File: config.mk
export PLATFORM = sky130hd
export DESIGN_NAME = rse_reset_error
export DESIGN_NICKNAME = d
export VERILOG_FILES = /design/src/rse_pkg.sv /design/src/rse_reset_error.sv
export SDC_FILE = /design/constraint.sdc
export NUM_CORES = 1
export LEC_CHECK = 0
export BUFFER_PORTS_ARGS = -buffer_cell sky130_fd_sc_hd__buf_4
export CORE_UTILIZATION = 45
export DETAILED_ROUTE_END_ITERATION = 10
export GPL_ROUTABILITY_DRIVEN = 0
export PLACE_DENSITY = 0.68
export SYNTH_ARGS = -nofsm -noshare
export SYNTH_HDL_FRONTEND = slang
export SYNTH_SLANG_ARGS = --single-unit
File: constraint.sdc
create_clock -name pclk -period 6.15 [get_ports pclk]
set_input_delay 0.3075 -clock pclk [delete_from_list [all_inputs] [get_ports pclk]]
set_output_delay 0.3075 -clock pclk [all_outputs]
set_load 0.02 [all_outputs]
File: src/rse_pkg.sv
// Purpose: Constants and carrier types for the reset and error signalling block
// Assumes: APB slave with 32-bit data, one aligned word per register
// Notes:   All offsets, field positions and reset values are named here once
package rse_pkg;

   // ----------------------------------------------------------------------
   // Register offsets (byte addresses)
   // ----------------------------------------------------------------------
   localparam logic [7:0] CTRL_OFFSET    = 8'h00;
   localparam logic [7:0] STATUS_OFFSET  = 8'h04;
   localparam logic [7:0] MASK_OFFSET    = 8'h08;
   localparam logic [7:0] SWRST_OFFSET   = 8'h0c;
   localparam logic [7:0] BOOT_OFFSET    = 8'h10;
   localparam logic [7:0] FAULT_OFFSET   = 8'h14;
   localparam logic [7:0] CLKCMP_OFFSET  = 8'h18;

   // ----------------------------------------------------------------------
   // Control register fields
   // ----------------------------------------------------------------------
   localparam int CTRL_DOG_EN_BIT    = 0; // dog_reset_enable
   localparam int CTRL_DOG_NMI_BIT   = 1; // Time-out gives NMI instead of warm reset
   localparam int CTRL_CCC_EN_BIT    = 2; // Clock-compare error feeds dog reset
   localparam int CTRL_PIN_IN_BIT    = 3; // Restart pin turned into reset input
   localparam int CTRL_IND_EN_BIT    = 4; // Restart pin indication enable
   localparam int CTRL_LOW_OUT_BIT   = 5; // Low-severity faults drive fault pin
   localparam logic [5:0] CTRL_RESET = 6'h10;

   // ----------------------------------------------------------------------
   // Status / mask fields (status sticky, write one to clear; mask plain read/write)
   // ----------------------------------------------------------------------
   localparam int ST_DOG_BIT   = 0;
   localparam int ST_CCC_BIT   = 1;
   localparam int ST_LOW_BIT   = 2;
   localparam int ST_HIGH_BIT  = 3;
   localparam int ST_WARM_BIT  = 4;
   localparam int ST_WIDTH     = 5;
   localparam logic [4:0] MASK_RESET = 5'h00;

   // Software reset write key, bit 0 of a write starts the warm reset
   localparam int SWRST_GO_BIT = 0;

   // ----------------------------------------------------------------------
   // Timing counts
   // ----------------------------------------------------------------------
   localparam int unsigned   WARM_HOLD_NS     = 1000;
   localparam int unsigned   CLK_PERIOD_NS    = 25;
   localparam logic [7:0]    WARM_HOLD_CYCLES = 8'((WARM_HOLD_NS + CLK_PERIOD_NS - 1)
                                                   / CLK_PERIOD_NS);
   localparam logic [15:0]   CCC_WINDOW       = 16'h0400; // Reference edges per window
   localparam logic [15:0]   CCC_EXPECT_RESET = 16'h0400; // Internal edges expected
   localparam logic [15:0]   CCC_TOL          = 16'h0004; // Allowed difference

   // ----------------------------------------------------------------------
   // Types
   // ----------------------------------------------------------------------
   typedef enum logic [1:0] {
      BOOT_FUNCTIONAL = 2'b00,
      BOOT_FLASHING   = 2'b01,
      BOOT_DEBUGGING  = 2'b10,
      BOOT_RESERVED   = 2'b11
   } rse_boot_type;

   typedef struct packed {
      logic low_out;  // Bit 5; fields listed from the top bit down
      logic ind_en;
      logic pin_in;
      logic ccc_en;
      logic dog_nmi;
      logic dog_en;
   } rse_ctrl_type;

   typedef struct packed {
      logic high;     // Bit 1 of the fault register
      logic low;
   } rse_fault_type;

endpackage : rse_pkg

File: src/rse_reset_error.sv
// Purpose: Reset source combining, restart pin and fault pin of a radar sensor
// Assumes: pclk at 40 MHz; presetn follows reset_in_low; APB register access
// Notes:   Pin inputs pass two flip-flops; every output is a flip-flop
`timescale 1ns/1ps

//Behaviour
// External reset pin is active low and holds the whole device in reset.
// External reset captures boot-select pins to choose flash, debug or functional.
// Restart pin is an output but software can make it a reset input.
// Dog reset enable is cleared after reset; no dog reset until set.
// Dog time-out raises NMI or warm reset, per configuration.
// With NMI, handler logs first then requests software reset.
// Dog reset comes from tick time-out or enabled clock-compare error.
// Clock-compare counter checks internal clock against reference, flags mismatch.
// Writing software system reset register starts warm reset.
// Debug reset request acts as an internal reset source.
// With indication enabled, restart pin shows a reset has occurred.
// Low-severity fault always interrupts; drives fault pin only if configured. Code: irq only if its mask bit is set.
// High-severity fault always interrupts and always drives fault pin. Code: irq only if its mask bit is set.
// Fault pin drives low on error, otherwise released to pull-up.
// Monitor applies full reset for errors that need it.
// Restart pin tells host a reset is pending.
// Host reads fault condition over the register bus after fault pin asserts.
// Boot select captured at reset release, fixed until next external reset.
// Fault pin stays low until software clears fault or reset.
module rse_reset_error
   import rse_pkg::*;
(
   input  wire logic        pclk,
   input  wire logic        presetn,
   input  wire logic        clk_en,
   input  wire logic        psel,
   input  wire logic        penable,
   input  wire logic        pwrite,
   input  wire logic [7:0]  paddr,
   input  wire logic [31:0] pwdata,
   output logic      [31:0] prdata,
   output logic             pready,
   output logic             pslverr,
   input  wire logic [1:0]  boot_select_pins,
   input  wire logic        soft_restart_pin_in,
   output logic             soft_restart_pin_out,
   output logic             soft_restart_pin_oe,
   output logic             fault_out_low_out,
   output logic             fault_out_low_oe,
   input  wire logic        debug_reset_request,
   input  wire logic        tick_timeout_reset,
   input  wire logic        ref_clk_tick,
   input  wire logic        fault_low_event,
   input  wire logic        fault_high_event,
   output logic             warm_reset,
   output logic             dog_nmi,
   output logic             irq
);

   // ----------------------------------------------------------------------
   // Declarations
   // ----------------------------------------------------------------------
   rse_ctrl_type          ctrl;
   logic [ST_WIDTH-1:0]   status;
   logic [ST_WIDTH-1:0]   mask;
   rse_fault_type         fault_latch;
   rse_fault_type         next_latch;
   logic [1:0]            fault_clr;
   logic [1:0]            boot_sync1, boot_sync2;
   logic [1:0]            boot_wait;
   rse_boot_type          boot_mode;
   logic [1:0]            pin_sync, ref_sync;
   logic                  ref_prev;
   logic [15:0]           ref_count, int_count, ccc_expect;
   logic                  ccc_error;
   logic                  dog_event;
   logic                  warm_request;
   logic [7:0]            warm_count;
   logic                  wr_en, rd_en;
   logic                  addr_ok;
   logic [ST_WIDTH-1:0]   next_status;
   logic [ST_WIDTH-1:0]   status_set;
   logic [ST_WIDTH-1:0]   status_clr;
   logic                  ref_edge;
   logic [15:0]           ccc_diff;

   // ----------------------------------------------------------------------
   // APB decode
   // ----------------------------------------------------------------------
   // Zero-wait slave: access phase completes at once
   assign wr_en = clk_en & psel & penable & pwrite;
   assign rd_en = clk_en & psel & penable & ~pwrite;
   always_comb begin
      unique case (paddr)
         CTRL_OFFSET, STATUS_OFFSET, MASK_OFFSET, SWRST_OFFSET,
         BOOT_OFFSET, FAULT_OFFSET, CLKCMP_OFFSET: addr_ok = 1'b1;
         default:                                  addr_ok = 1'b0;
      endcase
   end

   // Ready and error answer, registered
   always_ff @(posedge pclk or negedge presetn) begin
      if (!presetn) begin
         pready  <= 1'b0;
         pslverr <= 1'b0;
      end else if (clk_en) begin
         pready  <= psel & ~penable;
         pslverr <= psel & ~penable & ~addr_ok;
      end
   end

   // Read data, captured in the setup cycle so it stands during access
   always_ff @(posedge pclk or negedge presetn) begin
      if (!presetn) begin
         prdata <= 32'h0;
      end else if (clk_en && psel && !penable && !pwrite) begin
         unique case (paddr)
            CTRL_OFFSET:   prdata <= {26'h0, ctrl};
            STATUS_OFFSET: prdata <= {27'h0, status};
            MASK_OFFSET:   prdata <= {27'h0, mask};
            BOOT_OFFSET:   prdata <= {30'h0, boot_mode};
            FAULT_OFFSET:  prdata <= {30'h0, fault_latch};
            CLKCMP_OFFSET: prdata <= {16'h0, ccc_expect};
            default:       prdata <= 32'h0;
         endcase
      end
   end

   // ----------------------------------------------------------------------
   // Control registers
   // ----------------------------------------------------------------------
   // Configuration; dog enable comes out of reset cleared
   always_ff @(posedge pclk or negedge presetn) begin
      if (!presetn) begin
         ctrl <= rse_ctrl_type'(CTRL_RESET);
      end else if (wr_en && paddr == CTRL_OFFSET) begin
         ctrl <= rse_ctrl_type'(pwdata[5:0]);
      end
   end

   // Interrupt mask and clock-compare expectation
   always_ff @(posedge pclk or negedge presetn) begin
      if (!presetn) begin
         mask       <= MASK_RESET;
         ccc_expect <= CCC_EXPECT_RESET;
      end else if (wr_en) begin
         if (paddr == MASK_OFFSET)   mask       <= pwdata[ST_WIDTH-1:0];
         if (paddr == CLKCMP_OFFSET) ccc_expect <= pwdata[15:0];
      end
   end

   // ----------------------------------------------------------------------
   // Pin synchronisers and boot-select capture
   // ----------------------------------------------------------------------
   always_ff @(posedge pclk or negedge presetn) begin
      if (!presetn) begin
         boot_sync1 <= 2'h0;
         boot_sync2 <= 2'h0;
         pin_sync   <= 2'h0;
         ref_sync   <= 2'h0;
      end else if (clk_en) begin
         boot_sync1 <= boot_select_pins;
         boot_sync2 <= boot_sync1;
         pin_sync   <= {pin_sync[0], soft_restart_pin_in};
         ref_sync   <= {ref_sync[0], ref_clk_tick};
      end
   end

   // Capture once the synchronisers hold the pin levels, then hold
   always_ff @(posedge pclk or negedge presetn) begin
      if (!presetn) begin
         boot_wait <= 2'h0;
         boot_mode <= BOOT_FUNCTIONAL;
      end else if (clk_en && boot_wait != 2'h3) begin
         boot_wait <= boot_wait + 2'h1;
         if (boot_wait == 2'h2) boot_mode <= rse_boot_type'(boot_sync2);
      end
   end

   // ----------------------------------------------------------------------
   // Clock-compare counter
   // ----------------------------------------------------------------------
   assign ref_edge = ref_sync[1] & ~ref_prev;
   assign ccc_diff = (int_count > ccc_expect) ? int_count - ccc_expect
                                              : ccc_expect - int_count;

   // Count internal cycles over a window of reference edges
   always_ff @(posedge pclk or negedge presetn) begin
      if (!presetn) begin
         ref_prev  <= 1'b0;
         ref_count <= 16'h0;
         int_count <= 16'h0;
         ccc_error <= 1'b0;
      end else if (clk_en) begin
         ref_prev  <= ref_sync[1];
         ccc_error <= 1'b0;
         if (ref_edge && ref_count == CCC_WINDOW - 16'h1) begin
            ref_count <= 16'h0;
            int_count <= 16'h0;
            ccc_error <= (ccc_diff > CCC_TOL);
         end else begin
            if (ref_edge) ref_count <= ref_count + 16'h1;
            int_count <= (int_count == 16'hffff) ? int_count : int_count + 16'h1;
         end
      end
   end

   // ----------------------------------------------------------------------
   // Reset sources
   // ----------------------------------------------------------------------
   // Dog event: tick time-out or enabled clock-compare error
   assign dog_event = ctrl.dog_en &
                      (tick_timeout_reset | (ctrl.ccc_en & ccc_error));

   // Software write, debug request, pin input or dog time-out
   always_comb begin
      warm_request = (wr_en && paddr == SWRST_OFFSET && pwdata[SWRST_GO_BIT])
                   | (clk_en & debug_reset_request)
                   | (clk_en & ctrl.pin_in & pin_sync[1])
                   | (clk_en & dog_event & ~ctrl.dog_nmi);
   end

   // NMI pulse for the dog time-out when configured
   always_ff @(posedge pclk or negedge presetn) begin
      if (!presetn) begin
         dog_nmi <= 1'b0;
      end else if (clk_en) begin
         dog_nmi <= dog_event & ctrl.dog_nmi;
      end
   end

   // Warm reset held for a fixed count after the last request
   always_ff @(posedge pclk or negedge presetn) begin
      if (!presetn) begin
         warm_count <= 8'h0;
         warm_reset <= 1'b0;
      end else if (clk_en) begin
         if (warm_request) begin
            warm_count <= WARM_HOLD_CYCLES;
            warm_reset <= 1'b1;
         end else if (warm_count != 8'h0) begin
            warm_count <= warm_count - 8'h1;
            warm_reset <= (warm_count != 8'h1);
         end
      end
   end

   // Restart pin: output indication unless turned into an input
   always_ff @(posedge pclk or negedge presetn) begin
      if (!presetn) begin
         soft_restart_pin_out <= 1'b1;
         soft_restart_pin_oe  <= 1'b1;
      end else if (clk_en) begin
         soft_restart_pin_oe  <= ~ctrl.pin_in;
         soft_restart_pin_out <= ctrl.ind_en & (warm_request | warm_reset);
      end
   end

   // ----------------------------------------------------------------------
   // Faults, status and interrupt
   // ----------------------------------------------------------------------
   assign status_set = {warm_request, clk_en & fault_high_event,
                        clk_en & fault_low_event, clk_en & ccc_error,
                        clk_en & dog_event};
   assign status_clr = (wr_en && paddr == STATUS_OFFSET) ? pwdata[ST_WIDTH-1:0]
                                                         : '0;
   assign next_status = (status & ~status_clr) | status_set;            // Set wins

   always_ff @(posedge pclk or negedge presetn) begin
      if (!presetn) begin
         status <= '0;
         irq    <= 1'b0;
      end else if (clk_en) begin
         status <= next_status;
         irq    <= |(next_status & mask);
      end
   end

   // Next fault latch: writing one clears, a same-cycle event wins over it
   assign fault_clr  = (wr_en && paddr == FAULT_OFFSET) ? pwdata[1:0] : 2'h0;
   assign next_latch = next_fault(fault_latch & ~fault_clr, fault_high_event,
                                  fault_low_event & ctrl.low_out);

   always_ff @(posedge pclk or negedge presetn) begin
      if (!presetn) begin
         fault_latch <= '0;
      end else if (clk_en) begin
         fault_latch <= next_latch;
      end
   end

   // Open-drain fault pin: drive low while any fault is latched
   always_ff @(posedge pclk or negedge presetn) begin
      if (!presetn) begin
         fault_out_low_out <= 1'b0;
         fault_out_low_oe  <= 1'b0;
      end else if (clk_en) begin
         fault_out_low_out <= 1'b0;
         fault_out_low_oe  <= |next_latch;
      end
   end

   // Next latch value including same-cycle events
   function automatic logic [1:0] next_fault(input rse_fault_type f, input logic h,
                                             input logic l);
      next_fault = {f.high | h, f.low | l};
   endfunction

endmodule : rse_reset_error

# [Yosys cells after proc, flatten, opt, wreduce, memory -nomap -nowiden]
# Cells that the tools add are included.
[word_totals] regBits=128 inputBits=54 output_inout_bits=41 elab_cells=127
[classes] add_sub_neg=6 order_cmp=2 n_eq_ne=12 n_mux=14 bitwise_logic=37 reduce_logical=25
[op_table] cell="$pmux 16 s6" count=1
[op_table] cell="$mux 16" count=5
[op_table] cell="$add 16x1->16 const B" count=2
[op_table] cell="$sub 16x16->16" count=2
[op_table] cell="$eq 8x5->1 const B" count=3
[op_table] cell="$and 1x1->1" count=19
[op_table] cell="$eq 16x10->1 const B" count=1
[op_table] cell="$eq 16x16->1 const B" count=1
[op_table] cell="$eq 8x4->1 const B" count=2
[op_table] cell="$gt 16x16->1" count=1
[op_table] cell="$gt 16x3->1 const B" count=1
[op_table] cell="$mux 8" count=2
[op_table] cell="$reduce_and 2->1" count=6
[op_table] cell="$and 5x5->5" count=2
[op_table] cell="$logic_and 1x1->1" count=10
[op_table] cell="$eq 8x3->1 const B" count=1
[op_table] cell="$logic_not 8->1" count=1
[op_table] cell="$ne 8x1->1 const B" count=1
[op_table] cell="$reduce_bool 8->1" count=1
[op_table] cell="$sub 8x1->8 const B" count=1
[op_table] cell="$or 1x1->1" count=7
[op_table] cell="$reduce_or 7->1" count=1
[op_table] cell="$mux 5" count=1
[op_table] cell="$not 1->1" count=5
[op_table] cell="other kinds (13)" count=19

# [Depth between registers and ports, before layout]
[depth] depth_word=11 mapped_depth=14 mapped_depth_nobuf=13

# [Least setup slack after synthesis]
# Ideal clock, no wire load.
[synth_path] kind="register to register" startpoint="register int_count[0]" endpoint="register ccc_error" setup_time_ns=0.140 t_arrival_ns=3.017 required_time_ns=6.010 slack_ns=2.993 stages_incl_launch_ff=12 path_buffers=0 period_less_slack_ns=3.157 path_cell_list="dfrtp_1 ha_1 fa_1 nand2b_1 a21oi_1 xor2_1 or4_1 or4_1 nor4_1 nor2_1 a2111oi_2 a31oi_1"
[synth_via] elab_chain_cells=4 elab_cells_between_ends=6 cone_classes="add/sub: 2; order compare: 2; mux: 2"
[synth_rtl] item="start, declared" line_no="rse_reset_error.sv:70" rtl="logic [15:0] ref_count, int_count, ccc_expect;"
[synth_rtl] item="start signal, assigned" line_no="rse_reset_error.sv:199" rtl="int_count <= (int_count == 16'hffff) ? int_count : int_count + 16'h1;"
[synth_rtl] item="$sub 16x16->16 (tied with other cells)" line_no="rse_reset_error.sv:181" rtl=": ccc_expect - int_count;"
[synth_rtl] item="$mux 16 (*)" line_no="rse_reset_error.sv:180" rtl="assign ccc_diff = (int_count > ccc_expect) ? int_count - ccc_expect"
[synth_rtl] item="$gt 16x3->1 (*)" line_no="rse_reset_error.sv:196" rtl="ccc_error <= (ccc_diff > CCC_TOL);"
[synth_rtl] item="$mux 1 (*)" line_no="rse_reset_error.sv:193" rtl="if (ref_edge && ref_count == CCC_WINDOW - 16'h1) begin"
[synth_rtl] item="end signal, assigned" line_no="rse_reset_error.sv:196"
[synth_rtl] item="end, declared" line_no="rse_reset_error.sv:71" rtl="logic ccc_error;"
# Every way passes the cells marked *; elsewhere a longest branch is shown, timed or not.
# A chain may end at the register's enable or synchronous reset.

# [Worst setup path after layout]
[layout_path] startpoint="register int_count[4]" endpoint="register ccc_error"
# The elaborated chain is that of the path after synthesis.

==> impl_metrics.tcl <==
set metrics [dict create \
    outcome "completed" \
    yosysUniqueCellTypes 72 \
    route.detailed.drc 0 \
    cts_buffers 9 \
    fin_util_pct 51.70 \
    boundaryPins 95 \
    grt_max_degree 71 \
    htree_levels 3 \
    setup_tns_ps 0 \
    powerDensity_nw_per_um2 274.2 \
    leakagePower_nw 3.544 \
    whs_ps 60.91 \
    wl_per_cell_um 16.42 \
    crit_slowest_cell "a31oi_1" \
    synth_edf_count 0 \
    instances_no_fill 1014 \
    synthFlopType "dfrtp_1" \
    fin_skew_ps 8.968 \
    grt_overflow 0 \
    fin_crit_ps 4068 \
    die_w_um 126.9 \
    drtIter0Drc 379 \
    clock_sinks 112 \
    path_max_fanout 11 \
    slew_headroom_pct 21.78 \
    synth_area_leaders "dfrtp_1 38%, ha_1 6.6%, nand2_1 4.2%" \
    max_cap_viol_count 0 \
    core-area_um2 15200 \
    dp.final_hpwl_um 12110 \
    criticalPathCategory "reg -> reg" \
    io_buffers 61 \
    synth_seq_cells 112 \
    irDropWorstVdd_mv 0.1557 \
    drive_gt1_share_pct 14.77 \
    cts_tree "yes" \
    hold_buffers 0 \
    pre_cts_slack_ps 2167 \
    grt_pass1_vias 5408 \
    synthCells 780 \
    async_reset_ff_share_pct 100.0 \
    tightest_slew_ps 1161 \
    viasPerCell 5.695 \
    critPathRequiredTime_ps 6370 \
    synth_top_cell_by_area "dfrtp_1" \
    dr.pass1.iters 5 \
    setup_violations 0 \
    vias 5775 \
    synth_warnings 0 \
    period_share_pct 66.14 \
    diodes 0 \
    hold_class "in -> async" \
    num-nets-final 915 \
    grt_first_pass_wirelength_um 27450 \
    die_area_um2 16110 \
    drtAntennaViolNets 0 \
    post-cts-setup-buffers 0 \
    rows 45 \
    rsz0062_at_grt "no" \
    grt_util_all_layers_pct 21.65 \
    timing.final.ws_setup_ps 2082 \
    critPathLaunchType "register" \
    synth_area_per_cell_um2 9.005 \
    hold_viol 0 \
    synth_top_area_share_pct 38.48 \
    worstPathCellList "inv_1 > ha_1 > nand2_4 > o31ai_2 > o221ai_2 > a31oi_1 > mux2i_1 > o211ai_1 > xor2_1 > a2111oi_2 > a31oi_1" \
    clock_latency_ps 360 \
    crit_arrival_ps 4290 \
    area_delta_synth_final_pct 11.90 \
    die_h_um 126.9 \
    crit_top_cell "a31oi_1" \
    fmax_mhz 245.8 \
    synth_area_um2 7024 \
    cts_buffer_depth 2 \
    initial_core_util_pct 46.21 \
    wl_um 16650 \
    clockRootBuffer "clkbuf_16" \
    critPathMaxStageDelay_ps 960 \
    grt_antenna_before_repair 0 \
    path_clk_slew_ps 80 \
    ys_seq_area_share_pct 39.97 \
    worst_setup_path_end_kind "register" \
    cts_resized 0 \
    maxSlewViolCount 0 \
    placed_cells 999 \
]
==> critical path: cells and delay by family, from the launching register on <==
kind	cells	cell delay [ps]
flip-flops	1	430
AND/OR/NAND/NOR	1	90
XOR/XNOR	1	170
adder cells (fa/ha/maj)	1	570
multiplexers	1	310
AO/OA/AOI/OAI	6	2260
buffers and inverters	1	90
==> synth_stat cells, types with 3 or more instances <==
master	n
dfrtp_1	108
nand2_1	78
nor2_1	76
inv_1	48
a21oi_1	47
o21ai_0	46
ha_1	37
nand3_1	28
xnor2_1	27
mux2_2	25
clkbuf_1	23
buf_4	18
nor3_1	17
nand4_1	15
a22o_1	14
nand2b_1	13
xor2_1	13
a21o_1	11
a31oi_1	9
nor4_1	8
buf_2	7
mux2i_1	7
a211o_1	6
and3_1	6
a22oi_1	5
o211ai_1	5
or3_1	5
a32oi_1	4
dfstp_2	4
nor2b_1	4
or4_1	4
a2111oi_0	3
and2_1	3
and4_1	3
nor3b_1	3
o21a_1	3
==> worst paths after layout <==
check                             start                   end  slack [ps]  depth (start not counted)
setup / recovery           int_count[4]             ccc_error        2080                         11
hold / removal                  presetn      fault_out_low_oe          60                          1
setup reg to reg           int_count[4]             ccc_error        2080                         11
hold reg to reg               prdata[3]             prdata[3]         480                          2
max in group asynchronous       presetn  soft_restart_pin_out        5020                          2
min in group pclk             pwdata[9]         ccc_expect[9]         150                          3
==> cells by family after synthesis <==
logic type	synth area share, %
and+or+nand+nor	18.28
AOI/OAI and AO/OA	17.74
DFF	39.97
buffers and inverters	6.484
xor gates and xnor gates	4.988
adders and majority gates	7.161
muxes	5.326
other	0.05339
==> per-layer routing <==
metal	vias up	GRT usage (%)	part of all wire (%)
li1	2816	-	-
met1	2802	31.77	48
met2	141	32.77	46
met3	16	2.784	4.0
met4	0	7.703	1.7
met5	-	0	0
==> cell usage in the layout (no fill, tap or decap), types with 3 or more instances in the layout <==
master / count
o21a_1: 3
a211o_1: 6
ha_1: 37
xnor2_1: 27
nand2_1: 78
mux2i_1: 7
mux2_2: 25
a2111oi_0: 3
nor2b_1: 4
and4_1: 3
nor4_1: 7
dfstp_2: 4
conb_1: 17
o211ai_1: 5
or3_1: 5
inv_1: 48
a21o_1: 11
buf_4: 65
nand3_1: 28
clkbuf_16: 9
and2_1: 3
or4_1: 4
o21ai_0: 46
nor2_1: 75
and3_1: 6
dfrtp_1: 108
a22oi_1: 5
a21oi_1: 47
xor2_1: 13
nor3_1: 16
a31oi_1: 9
a22o_1: 14
a32oi_1: 4
nand4_1: 15
nor3b_1: 3
nand2b_1: 13
==> through the flow <==
| step | total power, mW | instance area [um2] |
|---|---|---|
| final | 2.155 | 7860 |
| after global routing | 2.287 | 7860 |
| after CTS | 2.168 | 7860 |
| after detailed placement | 1.550 | 7559 |
| after global placement | 1.539 | 7559 |
| after floorplan | 1.401 | 7084 |
==> where the power goes <==
part,leakage [nW],total (mW),internal (mW),switching [mW]
registers,1.36,0.907,0.820,0.0865
clock network,0.149,0.611,0.331,0.280
logic,2.04,0.637,0.256,0.382
==> area by class of cell <==
class	instances	area, um2
sequential	112	2808
multi-input combinational	585	3844
inverter	49	183.9
timing repair buffer	65	488.0
clock inverter	4	58.81
tap	188	235.2
clock buffer	11	242.7
fill	1391	7342
==> state kept, by name, indices dropped and copies added (netlist names), 5 cells and up <==
name / cells
ccc_expect: 16
ctrl: 6
int_count: 16
mask: 5
prdata: 16
ref_count: 16
status: 5
warm_count: 8
Note: power is estimated with default switching activity, not from simulation.
